--- config.mk ---
export PLATFORM = sky130hd
export DESIGN_NAME = bvsl_top
export DESIGN_NICKNAME = d
export VERILOG_FILES = /design/src/bvsl_pkg.sv /design/src/bvsl_top.sv /design/src/bvsl_sync.sv
export SDC_FILE = /design/constraint.sdc
export NUM_CORES = 1
export LEC_CHECK = 0
export ABC_AREA = 1
export BUFFER_PORTS_ARGS = -buffer_cell sky130_fd_sc_hd__buf_2
export CORE_ASPECT_RATIO = 1.4
export CORE_MARGIN = 2
export CORE_UTILIZATION = 45
export CTS_CLUSTER_SIZE = 20
export DETAILED_ROUTE_END_ITERATION = 8
export GPL_ROUTABILITY_DRIVEN = 0
export MAX_ROUTING_LAYER = met4
export PLACE_DENSITY = 0.7
export RECOVER_POWER = 25
export SYNTH_ARGS = -nofsm -noshare
export SYNTH_HDL_FRONTEND = slang
export SYNTH_SLANG_ARGS = --single-unit
--- constraint.sdc ---
create_clock -name ref_clk -period 1.4 [get_ports ref_clk]
set_input_delay 0.28 -clock ref_clk [delete_from_list [all_inputs] [get_ports ref_clk]]
set_output_delay 0.28 -clock ref_clk [all_outputs]
set_load 0.01 [all_outputs]
--- src/bvsl_pkg.sv ---
// shared constants and types of the bias volume serial latch
// assumes a single ref_clk domain; all pins but reset_n enter through bvsl_sync
package bvsl_pkg;

    // ------------------------------------------------------------
    // volume code
    // ------------------------------------------------------------
    localparam int          VOL_WIDTH = 6;
    localparam int          VOL_STEPS = 64;
    localparam logic [5:0]  VOL_MIN   = 6'h00;
    localparam logic [5:0]  VOL_MAX   = 6'h3F;
    localparam logic [5:0]  VOL_RESET = 6'h00;
    localparam logic [2:0]  SHIFT_FULL = 3'h6;
    localparam logic [2:0]  SHIFT_EMPTY = 3'h0;

    // ------------------------------------------------------------
    // synchroniser layout
    // ------------------------------------------------------------
    localparam int          PIN_COUNT = 7;
    localparam logic [1:0]  RST_SYNC_RESET = 2'h0;

    // ------------------------------------------------------------
    // types
    // ------------------------------------------------------------
    typedef enum logic [1:0] {
        BVSL_MODE_NORMAL  = 2'b00,
        BVSL_MODE_ICON    = 2'b01,
        BVSL_MODE_STANDBY = 2'b10,
        BVSL_MODE_NONE    = 2'b11
    } bvsl_mode_t;

    typedef struct packed {
        logic serial_in;
        logic shift_clock;
        logic strobe_n;
    } bvsl_serial_t;

    typedef struct packed {
        logic select_a;
        logic select_b;
        logic discharge;
        logic supply_ok;
    } bvsl_ctrl_t;

    localparam bvsl_serial_t SERIAL_RESET = '{serial_in: 1'b0, shift_clock: 1'b0,
                                              strobe_n: 1'b1};
    localparam bvsl_ctrl_t   CTRL_RESET   = '{select_a: 1'b1, select_b: 1'b0,
                                              discharge: 1'b0, supply_ok: 1'b0};

endpackage : bvsl_pkg

--- src/bvsl_top.sv ---
// serial six-bit volume register with strobe latch and mode tracking
// assumes all pins are asynchronous to ref_clk and are sampled at 25 MHz
//
// Functional notes
// - shift clock rising edge captures serial data, high is one, low zero
// - extra bits keep shifting; only last six bits remain
// - strobe low copies shift register into latch that drives the setting
// - strobe high holds latched setting regardless of data or clock
// - setting is a six-bit unsigned code, 64 steps
// - clock high with strobe low clears register to zero
// - contents retained in standby while supply stays at least 2 V
// - writes and clear accepted in standby as in normal operation
// - leaving standby resumes the mode active before standby
`timescale 1ns/10ps
module bvsl_top (
    input  wire logic        ref_clk,
    input  wire logic        reset_n,
    input  wire logic        volume_serial_in,
    input  wire logic        volume_shift_clock,
    input  wire logic        volume_strobe_n,
    input  wire logic        mode_select_a,
    input  wire logic        mode_select_b,
    input  wire logic        discharge_control,
    input  wire logic        supply_ok,
    output logic      [5:0]  volume_setting,
    output logic             volume_valid,
    output logic      [2:0]  shift_depth,
    output logic      [1:0]  mode_state,
    output logic             step_up_enable,
    output logic             regulator_s_enable,
    output logic             rail_short
);

    // ------------------------------------------------------------
    // reset release
    // ------------------------------------------------------------
    logic [1:0] rst_sync_reg;
    logic       rst_n;

    always_ff @(posedge ref_clk or negedge reset_n) begin
        if (!reset_n) begin
            rst_sync_reg <= bvsl_pkg::RST_SYNC_RESET;
        end else begin
            rst_sync_reg <= {rst_sync_reg[0], 1'b1};
        end
    end

    assign rst_n = rst_sync_reg[1];

    // ------------------------------------------------------------
    // pin synchronisers
    // ------------------------------------------------------------
    bvsl_pkg::bvsl_serial_t serial_raw;
    bvsl_pkg::bvsl_serial_t serial_s;
    bvsl_pkg::bvsl_ctrl_t   ctrl_raw;
    bvsl_pkg::bvsl_ctrl_t   ctrl_s;
    logic [bvsl_pkg::PIN_COUNT-1:0] pins_sync;

    assign serial_raw = '{serial_in:   volume_serial_in,
                          shift_clock: volume_shift_clock,
                          strobe_n:    volume_strobe_n};
    assign ctrl_raw   = '{select_a:  mode_select_a,
                          select_b:  mode_select_b,
                          discharge: discharge_control,
                          supply_ok: supply_ok};

    bvsl_sync #(
        .WIDTH     (bvsl_pkg::PIN_COUNT),
        .RESET_VAL ({bvsl_pkg::SERIAL_RESET, bvsl_pkg::CTRL_RESET})
    ) u_pin_sync (
        .clk       (ref_clk),
        .rst_n     (rst_n),
        .async_in  ({serial_raw, ctrl_raw}),
        .sync_out  (pins_sync)
    );

    assign serial_s = pins_sync[6:4];
    assign ctrl_s   = pins_sync[3:0];

    // ------------------------------------------------------------
    // shift clock edge detection
    // ------------------------------------------------------------
    logic clk_prev_reg;
    logic clk_rise;
    logic clear_cond;
    logic strobe_active;

    always_ff @(posedge ref_clk or negedge rst_n) begin
        if (!rst_n) begin
            clk_prev_reg <= 1'b0;
        end else begin
            clk_prev_reg <= serial_s.shift_clock;
        end
    end

    assign clk_rise      = serial_s.shift_clock & ~clk_prev_reg;
    // data and clock pass the same synchroniser, so data is aligned with the edge
    assign strobe_active = ~serial_s.strobe_n;
    assign clear_cond    = serial_s.shift_clock & strobe_active;

    // ------------------------------------------------------------
    // shift register
    // ------------------------------------------------------------
    logic [5:0] shift_reg;
    logic [5:0] shift_next;
    logic [2:0] depth_reg;
    logic [2:0] depth_next;

    function automatic logic [2:0] depth_inc(input logic [2:0] d);
        depth_inc = (d == bvsl_pkg::SHIFT_FULL) ? d : 3'(d + 3'h1);
    endfunction : depth_inc

    always_comb begin
        shift_next = shift_reg;
        depth_next = depth_reg;
        if (clear_cond) begin
            shift_next = bvsl_pkg::VOL_MIN;
            depth_next = bvsl_pkg::SHIFT_EMPTY;
        end else if (clk_rise) begin
            shift_next = {shift_reg[4:0], serial_s.serial_in};
            depth_next = depth_inc(depth_reg);
        end
    end

    // shifting does not depend on mode: works in standby too
    always_ff @(posedge ref_clk or negedge rst_n) begin
        if (!rst_n) begin
            shift_reg <= bvsl_pkg::VOL_RESET;
            depth_reg <= bvsl_pkg::SHIFT_EMPTY;
        end else begin
            shift_reg <= shift_next;
            depth_reg <= depth_next;
        end
    end

    // ------------------------------------------------------------
    // latch and setting output
    // ------------------------------------------------------------
    logic [5:0] latch_reg;
    logic [5:0] latch_next;

    always_comb begin
        latch_next = latch_reg;
        if (clear_cond) begin
            latch_next = bvsl_pkg::VOL_MIN;
        end else if (strobe_active) begin
            latch_next = shift_reg;
        end
    end

    // retention: contents kept through standby; only supply loss spoils them
    always_ff @(posedge ref_clk or negedge rst_n) begin
        if (!rst_n) begin
            latch_reg <= bvsl_pkg::VOL_RESET;
        end else begin
            latch_reg <= latch_next;
        end
    end

    assign volume_setting = latch_reg;

    // ------------------------------------------------------------
    // validity of the held code
    // ------------------------------------------------------------
    logic valid_reg;

    always_ff @(posedge ref_clk or negedge rst_n) begin
        if (!rst_n) begin
            valid_reg <= 1'b0;
        end else if (!ctrl_s.supply_ok) begin
            valid_reg <= 1'b0;
        end else if (clear_cond || strobe_active) begin
            valid_reg <= 1'b1;
        end
    end

    assign volume_valid = valid_reg;
    assign shift_depth  = depth_reg;

    // ------------------------------------------------------------
    // mode tracking
    // ------------------------------------------------------------
    bvsl_pkg::bvsl_mode_t mode_reg;
    bvsl_pkg::bvsl_mode_t mode_next;
    bvsl_pkg::bvsl_mode_t prior_reg;
    bvsl_pkg::bvsl_mode_t prior_next;
    bvsl_pkg::bvsl_mode_t decoded;

    function automatic bvsl_pkg::bvsl_mode_t decode_mode(input bvsl_pkg::bvsl_ctrl_t c);
        if (c.select_a && !c.discharge) begin
            decode_mode = bvsl_pkg::BVSL_MODE_STANDBY;
        end else if (!c.select_a && !c.select_b && c.discharge) begin
            decode_mode = bvsl_pkg::BVSL_MODE_NORMAL;
        end else if (!c.select_a && c.select_b && !c.discharge) begin
            decode_mode = bvsl_pkg::BVSL_MODE_ICON;
        end else begin
            decode_mode = bvsl_pkg::BVSL_MODE_NONE;
        end
    endfunction : decode_mode

    assign decoded = decode_mode(ctrl_s);

    always_comb begin
        mode_next  = mode_reg;
        prior_next = prior_reg;
        unique case (mode_reg)
            bvsl_pkg::BVSL_MODE_STANDBY: begin
                // any non-standby code resumes the earlier mode; with no earlier mode, only a NORMAL or ICON code cancels standby
                if (decoded != bvsl_pkg::BVSL_MODE_STANDBY) begin
                    if (prior_reg != bvsl_pkg::BVSL_MODE_NONE) begin
                        mode_next = prior_reg;
                    end else if (decoded != bvsl_pkg::BVSL_MODE_NONE) begin
                        mode_next = decoded;
                    end
                end
            end
            bvsl_pkg::BVSL_MODE_NORMAL,
            bvsl_pkg::BVSL_MODE_ICON: begin
                if (decoded == bvsl_pkg::BVSL_MODE_STANDBY) begin
                    prior_next = mode_reg;
                    mode_next  = decoded;
                end else if (decoded != bvsl_pkg::BVSL_MODE_NONE) begin
                    mode_next = decoded;
                end
            end
            default: begin
                mode_next = bvsl_pkg::BVSL_MODE_STANDBY;
            end
        endcase
    end

    always_ff @(posedge ref_clk or negedge rst_n) begin
        if (!rst_n) begin
            mode_reg  <= bvsl_pkg::BVSL_MODE_STANDBY;
            prior_reg <= bvsl_pkg::BVSL_MODE_NONE;
        end else begin
            mode_reg  <= mode_next;
            prior_reg <= prior_next;
        end
    end

    // ------------------------------------------------------------
    // mode outputs, registered
    // ------------------------------------------------------------
    always_ff @(posedge ref_clk or negedge rst_n) begin
        if (!rst_n) begin
            mode_state         <= bvsl_pkg::BVSL_MODE_STANDBY;
            step_up_enable     <= 1'b0;
            regulator_s_enable <= 1'b0;
            rail_short         <= 1'b1;
        end else begin
            mode_state         <= mode_next;
            step_up_enable     <= (mode_next == bvsl_pkg::BVSL_MODE_NORMAL);
            regulator_s_enable <= (mode_next == bvsl_pkg::BVSL_MODE_NORMAL) ||
                                  (mode_next == bvsl_pkg::BVSL_MODE_ICON);
            rail_short         <= (mode_next == bvsl_pkg::BVSL_MODE_STANDBY);
        end
    end

endmodule : bvsl_top

--- src/bvsl_sync.sv ---
// two flip-flop synchroniser for a group of pin levels
// assumes inputs are asynchronous to clk; reset value given by parameter
`timescale 1ns/10ps
module bvsl_sync #(
    parameter int                  WIDTH     = 7,
    parameter logic [WIDTH-1:0]    RESET_VAL = '0
) (
    input  wire logic              clk,
    input  wire logic              rst_n,
    input  wire logic [WIDTH-1:0]  async_in,
    output logic      [WIDTH-1:0]  sync_out
);

    logic [WIDTH-1:0] stage1_reg;

    // ------------------------------------------------------------
    // first stage feeds only the second
    // ------------------------------------------------------------
    always_ff @(posedge clk or negedge rst_n) begin
        if (!rst_n) begin
            stage1_reg <= RESET_VAL;
            sync_out   <= RESET_VAL;
        end else begin
            stage1_reg <= async_in;
            sync_out   <= stage1_reg;
        end
    end

endmodule : bvsl_sync

==> summary.md, run 1 <==
| Metric | Value |
|---|---|
| Setup bufs post-CTS | 0 |
| Number of synthesized flops with an enable pin | 0 |
| Diode count | 0 |
| Slowest CP cell | dfstp_2 |
| Sequential fraction of the synthesis area | 0.701 |
| Syn avg cell area | between 10 and 15 sq um |
| Hold WS | 0.0874 ns |
| Async S/R FF share, synth | 1.00 |
| Placed Instance Area | 1600 sq um |
| Worst path required time | around 1.1 ns |
| Syn. warnings | 0 |
| Hold Crit Class | in -> reg |
| Port-buffer cells | 23 |
| Most frequent cells after synthesis | 37 x nand2_1, 32 x dfrtp_1, 14 x inv_1 |
| Clk sink count | 40 |
| Critical path cell sequence | buf_2 |
| FF+latch area | between 1000 and 1500 sq um |
| Setup violations, final | 0 |
| Worst relative slew slack | 0.416 |
| DR DRC count | 0 |
| GR Util All Layers | 0.145 |
| Max IR drop VDD | 0.668 mV |
| Multi-input gate area | 359 sq um |
| CORE AREA | 3090 sq um |
| CTS tree | built |
| Total gr overflow | 0 |
| Part of the cycle the worst path needs | 0.890 |
| Number of synthesized register bits | 40 |
| Clk buf depth | 2 |
| Layout filler cell count | 282 |
| Die H | between 70 and 80 microns |
| Tmin final | 1.25 ns |
| Initial antenna violation count | 0 |
| Crit path buf inv count | 1 |
| Place WS | 0.159 ns |
| Syn nets | 140 |
| Status | complete, no violations |
| Top cells by area, synth | dfrtp_1 56%, dfstp_2 15%, nand2_1 9.6% |
| RSZ-0062 raised after global routing | no |
| DRT Pass-1 Iters | 4 |
| Global-route wire length before repair | between 3000 and 4000 microns |
| Mapped Area | 1440 sq um |
| Share of cells above drive strength 1 | 0.261 |
| Pwr Total | 2.45 mW |
| Layout area overhead | 17.2% |
| Post-synth cell types | 20 |
| Worst Path Max Fanout | 3 |
| Starting Density | 0.466 |
| Dpl hpwl | 1550 microns |
| Full die area | 3680 sq um |
| Via count | 928 |
| Cells after Synth | ~130 |
| Final #Nets | 171 |
| Root Driver | clkbuf_8 |
| Top cell type's share of synthesized area | 0.556 |
| Critical path arrival | roughly 0.97 ns |
| Critical path class | reg -> out |
| Ys flop type | dfrtp_1 |
| Final worst slack | approximately 0.15 ns |
| Final ANT Viol Nets | 0 |
| Endpoints failing hold | 0 |
| Vias/cell | 4.64 |
| CP startpoint kind | flop |
| Pwr dens | 1450 nW/um^2 |
| Lkg Pwr | slightly below 0.9 nW |
| Largest delay share family, worst path | flip-flops |
| Post-Place Cells | 191 |
| Area leader, netlist | dfrtp_1 |
| Max Slew Vio Count | 0 |
| Worst-Margin Slew | between 0.8 and 0.9 ns |
| CTS Buf Count | 5 |
| MaxCap Viol Count | 0 |
| Vias in the first global route | 878 |
| R2R Setup Slk | 0.16 ns |
| I/O pin cnt | 24 |
| Final core occ | 0.546 |
| Finished Layout Cells | 200 |
| Total Wirelength | 2160 microns |
| Clock transition at path regs | 0.07 ns |
| Clock skew | roughly 0.0041 ns |
| Clk_lat worst skew | 0.29 ns |
| Most common cell in the netlist | nand2_1 |
| CTS H-tree depth | 2 |
| Resized cells post-CTS | 0 |
| CP peak stage delay | 0.55 ns |
| Worst setup EP type | output port |
| Row count | 24 |
| Design Area, Final | roughly 1700 sq um |
| Fmax | 802 MHz |
| Initial DRC count | 42 |
| Setup TNS | 0 ns |
| Largest net degree at the start of global routing | 39 |
| Hold_buf cts | 1 |
| WL/cell | around 11 microns |
| Chip width | 51.8 microns |
[layout make-up]
type,instances,share of cell area
Clock buffer,7,0.0452
Multi-Input combinational cell,72,0.213
Sequential cell,40,0.599
Timing Repair Buffer,25,0.0763
Inverter,16,0.0356
Tap cell,39,0.0289
Clock inverter,1,0.00296
[cells by family (layout without fill, tap and decap cells)]
| logic type | after synthesis | count (layout) | synth area share |
|---|---|---|---|
| xor+xnor | 1 | 1 | 0.00608 |
| buf+inv | 17 | 49 | 0.0495 |
| flops | 40 | 40 | 0.701 |
| simple gates | 55 | 55 | 0.157 |
| fa+ha+maj | 2 | 2 | 0.0174 |
| compound gates | 13 | 13 | 0.0660 |
| other cells | 1 | 1 | 0.00260 |
[report_power, final]
group | leakage [nW] | total (mW) | switching [mW] | internal (mW)
sequential | 0.484 | 1.39 | 0.0913 | 1.30
combinational | 0.354 | 0.360 | 0.209 | 0.151
clock | 0.0422 | 0.703 | 0.354 | 0.349
total | 0.880 | 2.45 | 0.654 | 1.80
[cells in the final DEF (no fill, tap or decap), drive strengths merged, types with 2 or more instances in the layout]
cell    instances
a21oi           3
buf            22
clkbuf          9
dfrtp          32
dfstp           8
ha              2
inv            16
nand2          37
nand3          12
nor2            5
o21ai           4
o31ai           4
[final timing paths]
| path | cells past startpoint | from | end |
|---|---|---|---|
| min reg2reg | 0 | u_pin_sync.stage1_reg[1] | u_pin_sync.sync_out[1] |
| max reg2reg | 4 | u_pin_sync.sync_out[4] | shift_depth[1] |
| max in group asynchronous | 1 | rst_sync_reg[1] | shift_depth[1] |
| min in group asynchronous | 2 | reset_n | rst_sync_reg[0] |
| max | 1 | mode_state[1] | mode_state[1] |
| min | 1 | volume_strobe_n | u_pin_sync.stage1_reg[4] |
[layer usage]
| layer | up-vias | track usage | share of wire |
|---|---|---|---|
| met3 | 7 | 0.0633 | 0.055 |
| met4 | 0 | 0.0877 | 0.031 |
| met5 | - | - | 0 |
| li1 | 464 | - | - |
| met1 | 438 | 0.158 | 0.44 |
| met2 | 19 | 0.215 | 0.47 |
Power figures use the tool's default switching activity.
==> run 2, diff against run 1 <==
--- a/config.mk
+++ b/config.mk
@@ -6,15 +6,17 @@
 export NUM_CORES = 1
 export LEC_CHECK = 0
 export ABC_AREA = 1
+export ABC_CLOCK_PERIOD_IN_PS = 1400
 export BUFFER_PORTS_ARGS = -buffer_cell sky130_fd_sc_hd__buf_2
-export CORE_ASPECT_RATIO = 1.4
+export CELL_PAD_IN_SITES_DETAIL_PLACEMENT = 0
+export CELL_PAD_IN_SITES_GLOBAL_PLACEMENT = 1
 export CORE_MARGIN = 2
-export CORE_UTILIZATION = 45
+export CORE_UTILIZATION = 42
 export CTS_CLUSTER_SIZE = 20
 export DETAILED_ROUTE_END_ITERATION = 8
 export GPL_ROUTABILITY_DRIVEN = 0
 export MAX_ROUTING_LAYER = met4
-export PLACE_DENSITY = 0.7
+export PLACE_DENSITY = 0.8
 export RECOVER_POWER = 25
 export SYNTH_ARGS = -nofsm -noshare
 export SYNTH_HDL_FRONTEND = slang
==> summary.md, run 2 (synthesis results as in run 1) <==
| Metric | Value |
|---|---|
| Multi-input gate area | 359 sq um (unchanged) |
| Worst path required time | 1.64 ns (was 1.12 ns) |
| Chip width | 62.6 microns (was 51.8 microns) |
| Worst relative slew slack | 0.417 (was 0.416) |
| Full die area | 3920 sq um (was 3680 sq um) |
| Endpoints failing hold | 0 (unchanged) |
| Share of cells above drive strength 1 | 0.264 (was 0.261) |
| Initial DRC count | 62 (was 42) |
| Largest net degree at the start of global routing | 39 (unchanged) |
| CORE AREA | 3310 sq um (was 3090 sq um) |
| DR DRC count | 0 (unchanged) |
| Max IR drop VDD | 0.747 mV (was 0.668 mV) |
| Hold_buf cts | 1 (unchanged) |
| Setup violations, final | 0 (unchanged) |
| Clock transition at path regs | 0.11 ns (was 0.07 ns) |
| Finished Layout Cells | 209 (was 200) |
| CTS H-tree depth | 2 (unchanged) |
| Fmax | 781 MHz (was 802 MHz) |
| Global-route wire length before repair | 3810 microns (was 3730 microns) |
| GR Util All Layers | 0.132 (was 0.145) |
| Vias/cell | 4.47 (was 4.64) |
| Part of the cycle the worst path needs | 0.915 (was 0.890) |
| Root Driver | clkbuf_4 (was clkbuf_8) |
| Layout area overhead | 18.8% (was 17.2%) |
| Pwr dens | 1440 nW/um^2 (was 1450 nW/um^2) |
| Lkg Pwr | 0.889 nW (was 0.880 nW) |
| Clk sink count | 40 (unchanged) |
| MaxCap Viol Count | 0 (unchanged) |
| Most common cell after layout, fill and taps aside | nand2_1 (unchanged) |
| Via count | 935 (was 928) |
| Resized cells post-CTS | 0 (unchanged) |
| CP startpoint kind | flop (unchanged) |
| Starting Density | 0.435 (was 0.466) |
| Final #Nets | 173 (was 171) |
| CTS tree | built (unchanged) |
| Clock skew | 0.00739 ns (was 0.00410 ns) |
| WL/cell | 10.3 microns (was 10.8 microns) |
| FF+latch area | 1010 sq um (unchanged) |
| I/O pin cnt | 24 (unchanged) |
| Initial antenna violation count | 0 (unchanged) |
| Max Slew Vio Count | 0 (unchanged) |
| Critical path arrival | 1.52 ns (was 0.97 ns) |
| Hold Crit Class | in -> reg (unchanged) |
| Clk_lat worst skew | 0.33 ns (was 0.29 ns) |
| Post-Place Cells | 198 (was 191) |
| Total Wirelength | 2140 microns (was 2160 microns) |
| Row count | 21 (was 24) |
| Commonest non-fill, non-tap cells in the layout | 37 x nand2_1, 32 x dfrtp_1, 22 x buf_2 (unchanged) |
| Port-buffer cells | 23 (unchanged) |
| DRT Pass-1 Iters | 3 (was 4) |
| Final ANT Viol Nets | 0 (unchanged) |
| Status | complete, no violations (unchanged) |
| Total gr overflow | 0 (unchanged) |
| Setup TNS | 0 ns (unchanged) |
| Worst setup path start | u_pin_sync.sync_out[4] (was mode_state[1]) |
| Worst Path Max Fanout | 10 (was 3) |
| Tmin final | 1.28 ns (was 1.25 ns) |
| Worst hold start | supply_ok (was volume_strobe_n) |
| Dpl hpwl | 1510 microns (was 1550 microns) |
| Setup bufs post-CTS | 0 (unchanged) |
| Vias in the first global route | 891 (was 878) |
| Reg-to-reg critical path startpoint | u_pin_sync.sync_out[4] (unchanged) |
| Worst-Margin Slew | 0.874 ns (was 0.876 ns) |
| Diode count | 0 (unchanged) |
| Layout filler cell count | 312 (was 282) |
| Critical path class | reg -> reg (was reg -> out) |
| Die H | 62.6 microns (was 71.0 microns) |
| Worst setup EP type | flop (was output port) |
| CTS Buf Count | 5 (unchanged) |
| Clk buf depth | 2 (unchanged) |
| RSZ-0062 raised after global routing | no (unchanged) |
-- run 2: cell count changes in the layout (fill, tap and decap cells not counted), sizes merged --
cell / delta
dlygate4sd3: +2
bufinv: +1
clkbuf: -1
-- run 2: final timing paths --
check / to / slack [ns] / depth (start not counted)
setup / recovery: shift_depth[1] / 0.12 / 4
hold / removal: u_pin_sync.stage1_reg[0] / 0.04 / 1
setup reg to reg: shift_depth[1] / 0.12 / 4
hold reg to reg: u_pin_sync.sync_out[5] / 0.36 / 0
max in group asynchronous: u_pin_sync.stage1_reg[6] / 0.41 / 1
min in group asynchronous: rst_sync_reg[0] / 0.25 / 2
-- run 2: critical path, cell delays in order (launching register included) --
cell and delay, ns:
dfstp_2 0.69, nor2_2 0.12, o21ai_2 0.23, nand2_1 0.08
o31ai_1 0.07
-- run 2: power by group --
group | total [mW] | internal (mW) | switching [mW] | leakage, nW
combinational | 0.359 | 0.152 | 0.207 | 0.363
sequential | 1.38 | 1.30 | 0.0863 | 0.484
clock | 0.723 | 0.375 | 0.349 | 0.0422
-- run 2: stage by stage --
stage | setup WS (ns) | hold WS [ns] | area, sq um | util | total power, mW
floorplan | 0.219 | -0.0156 | 1440 | - | 1.63
global placement | 0.218 | 0.0656 | 1610 | 0.486 | 1.76
detailed placement | 0.126 | 0.0685 | 1610 | 0.486 | 1.77
CTS | 0.0907 | 0.0129 | 1700 | 0.512 | 2.50
global route | 0.00188 | 0.0165 | 1710 | 0.517 | 2.63
finish | 0.119 | 0.0446 | 1710 | 0.517 | 2.47
-- run 2: area by class of cell --
type | count | area share
Inverter | 16 | 0.0351
Multi-Input combinational cell | 72 | 0.210
Tap cell | 46 | 0.0336
Clock inverter | 2 | 0.0205
Clock buffer | 6 | 0.0241
Timing Repair Buffer | 27 | 0.0869
Sequential cell | 40 | 0.590
-- run 2: routing by layer --
layer  routed length, microns  track usage
met5                        0            -
met4                       46       0.0833
met3                      119       0.0414
met2                      996        0.196
met1                      982        0.156
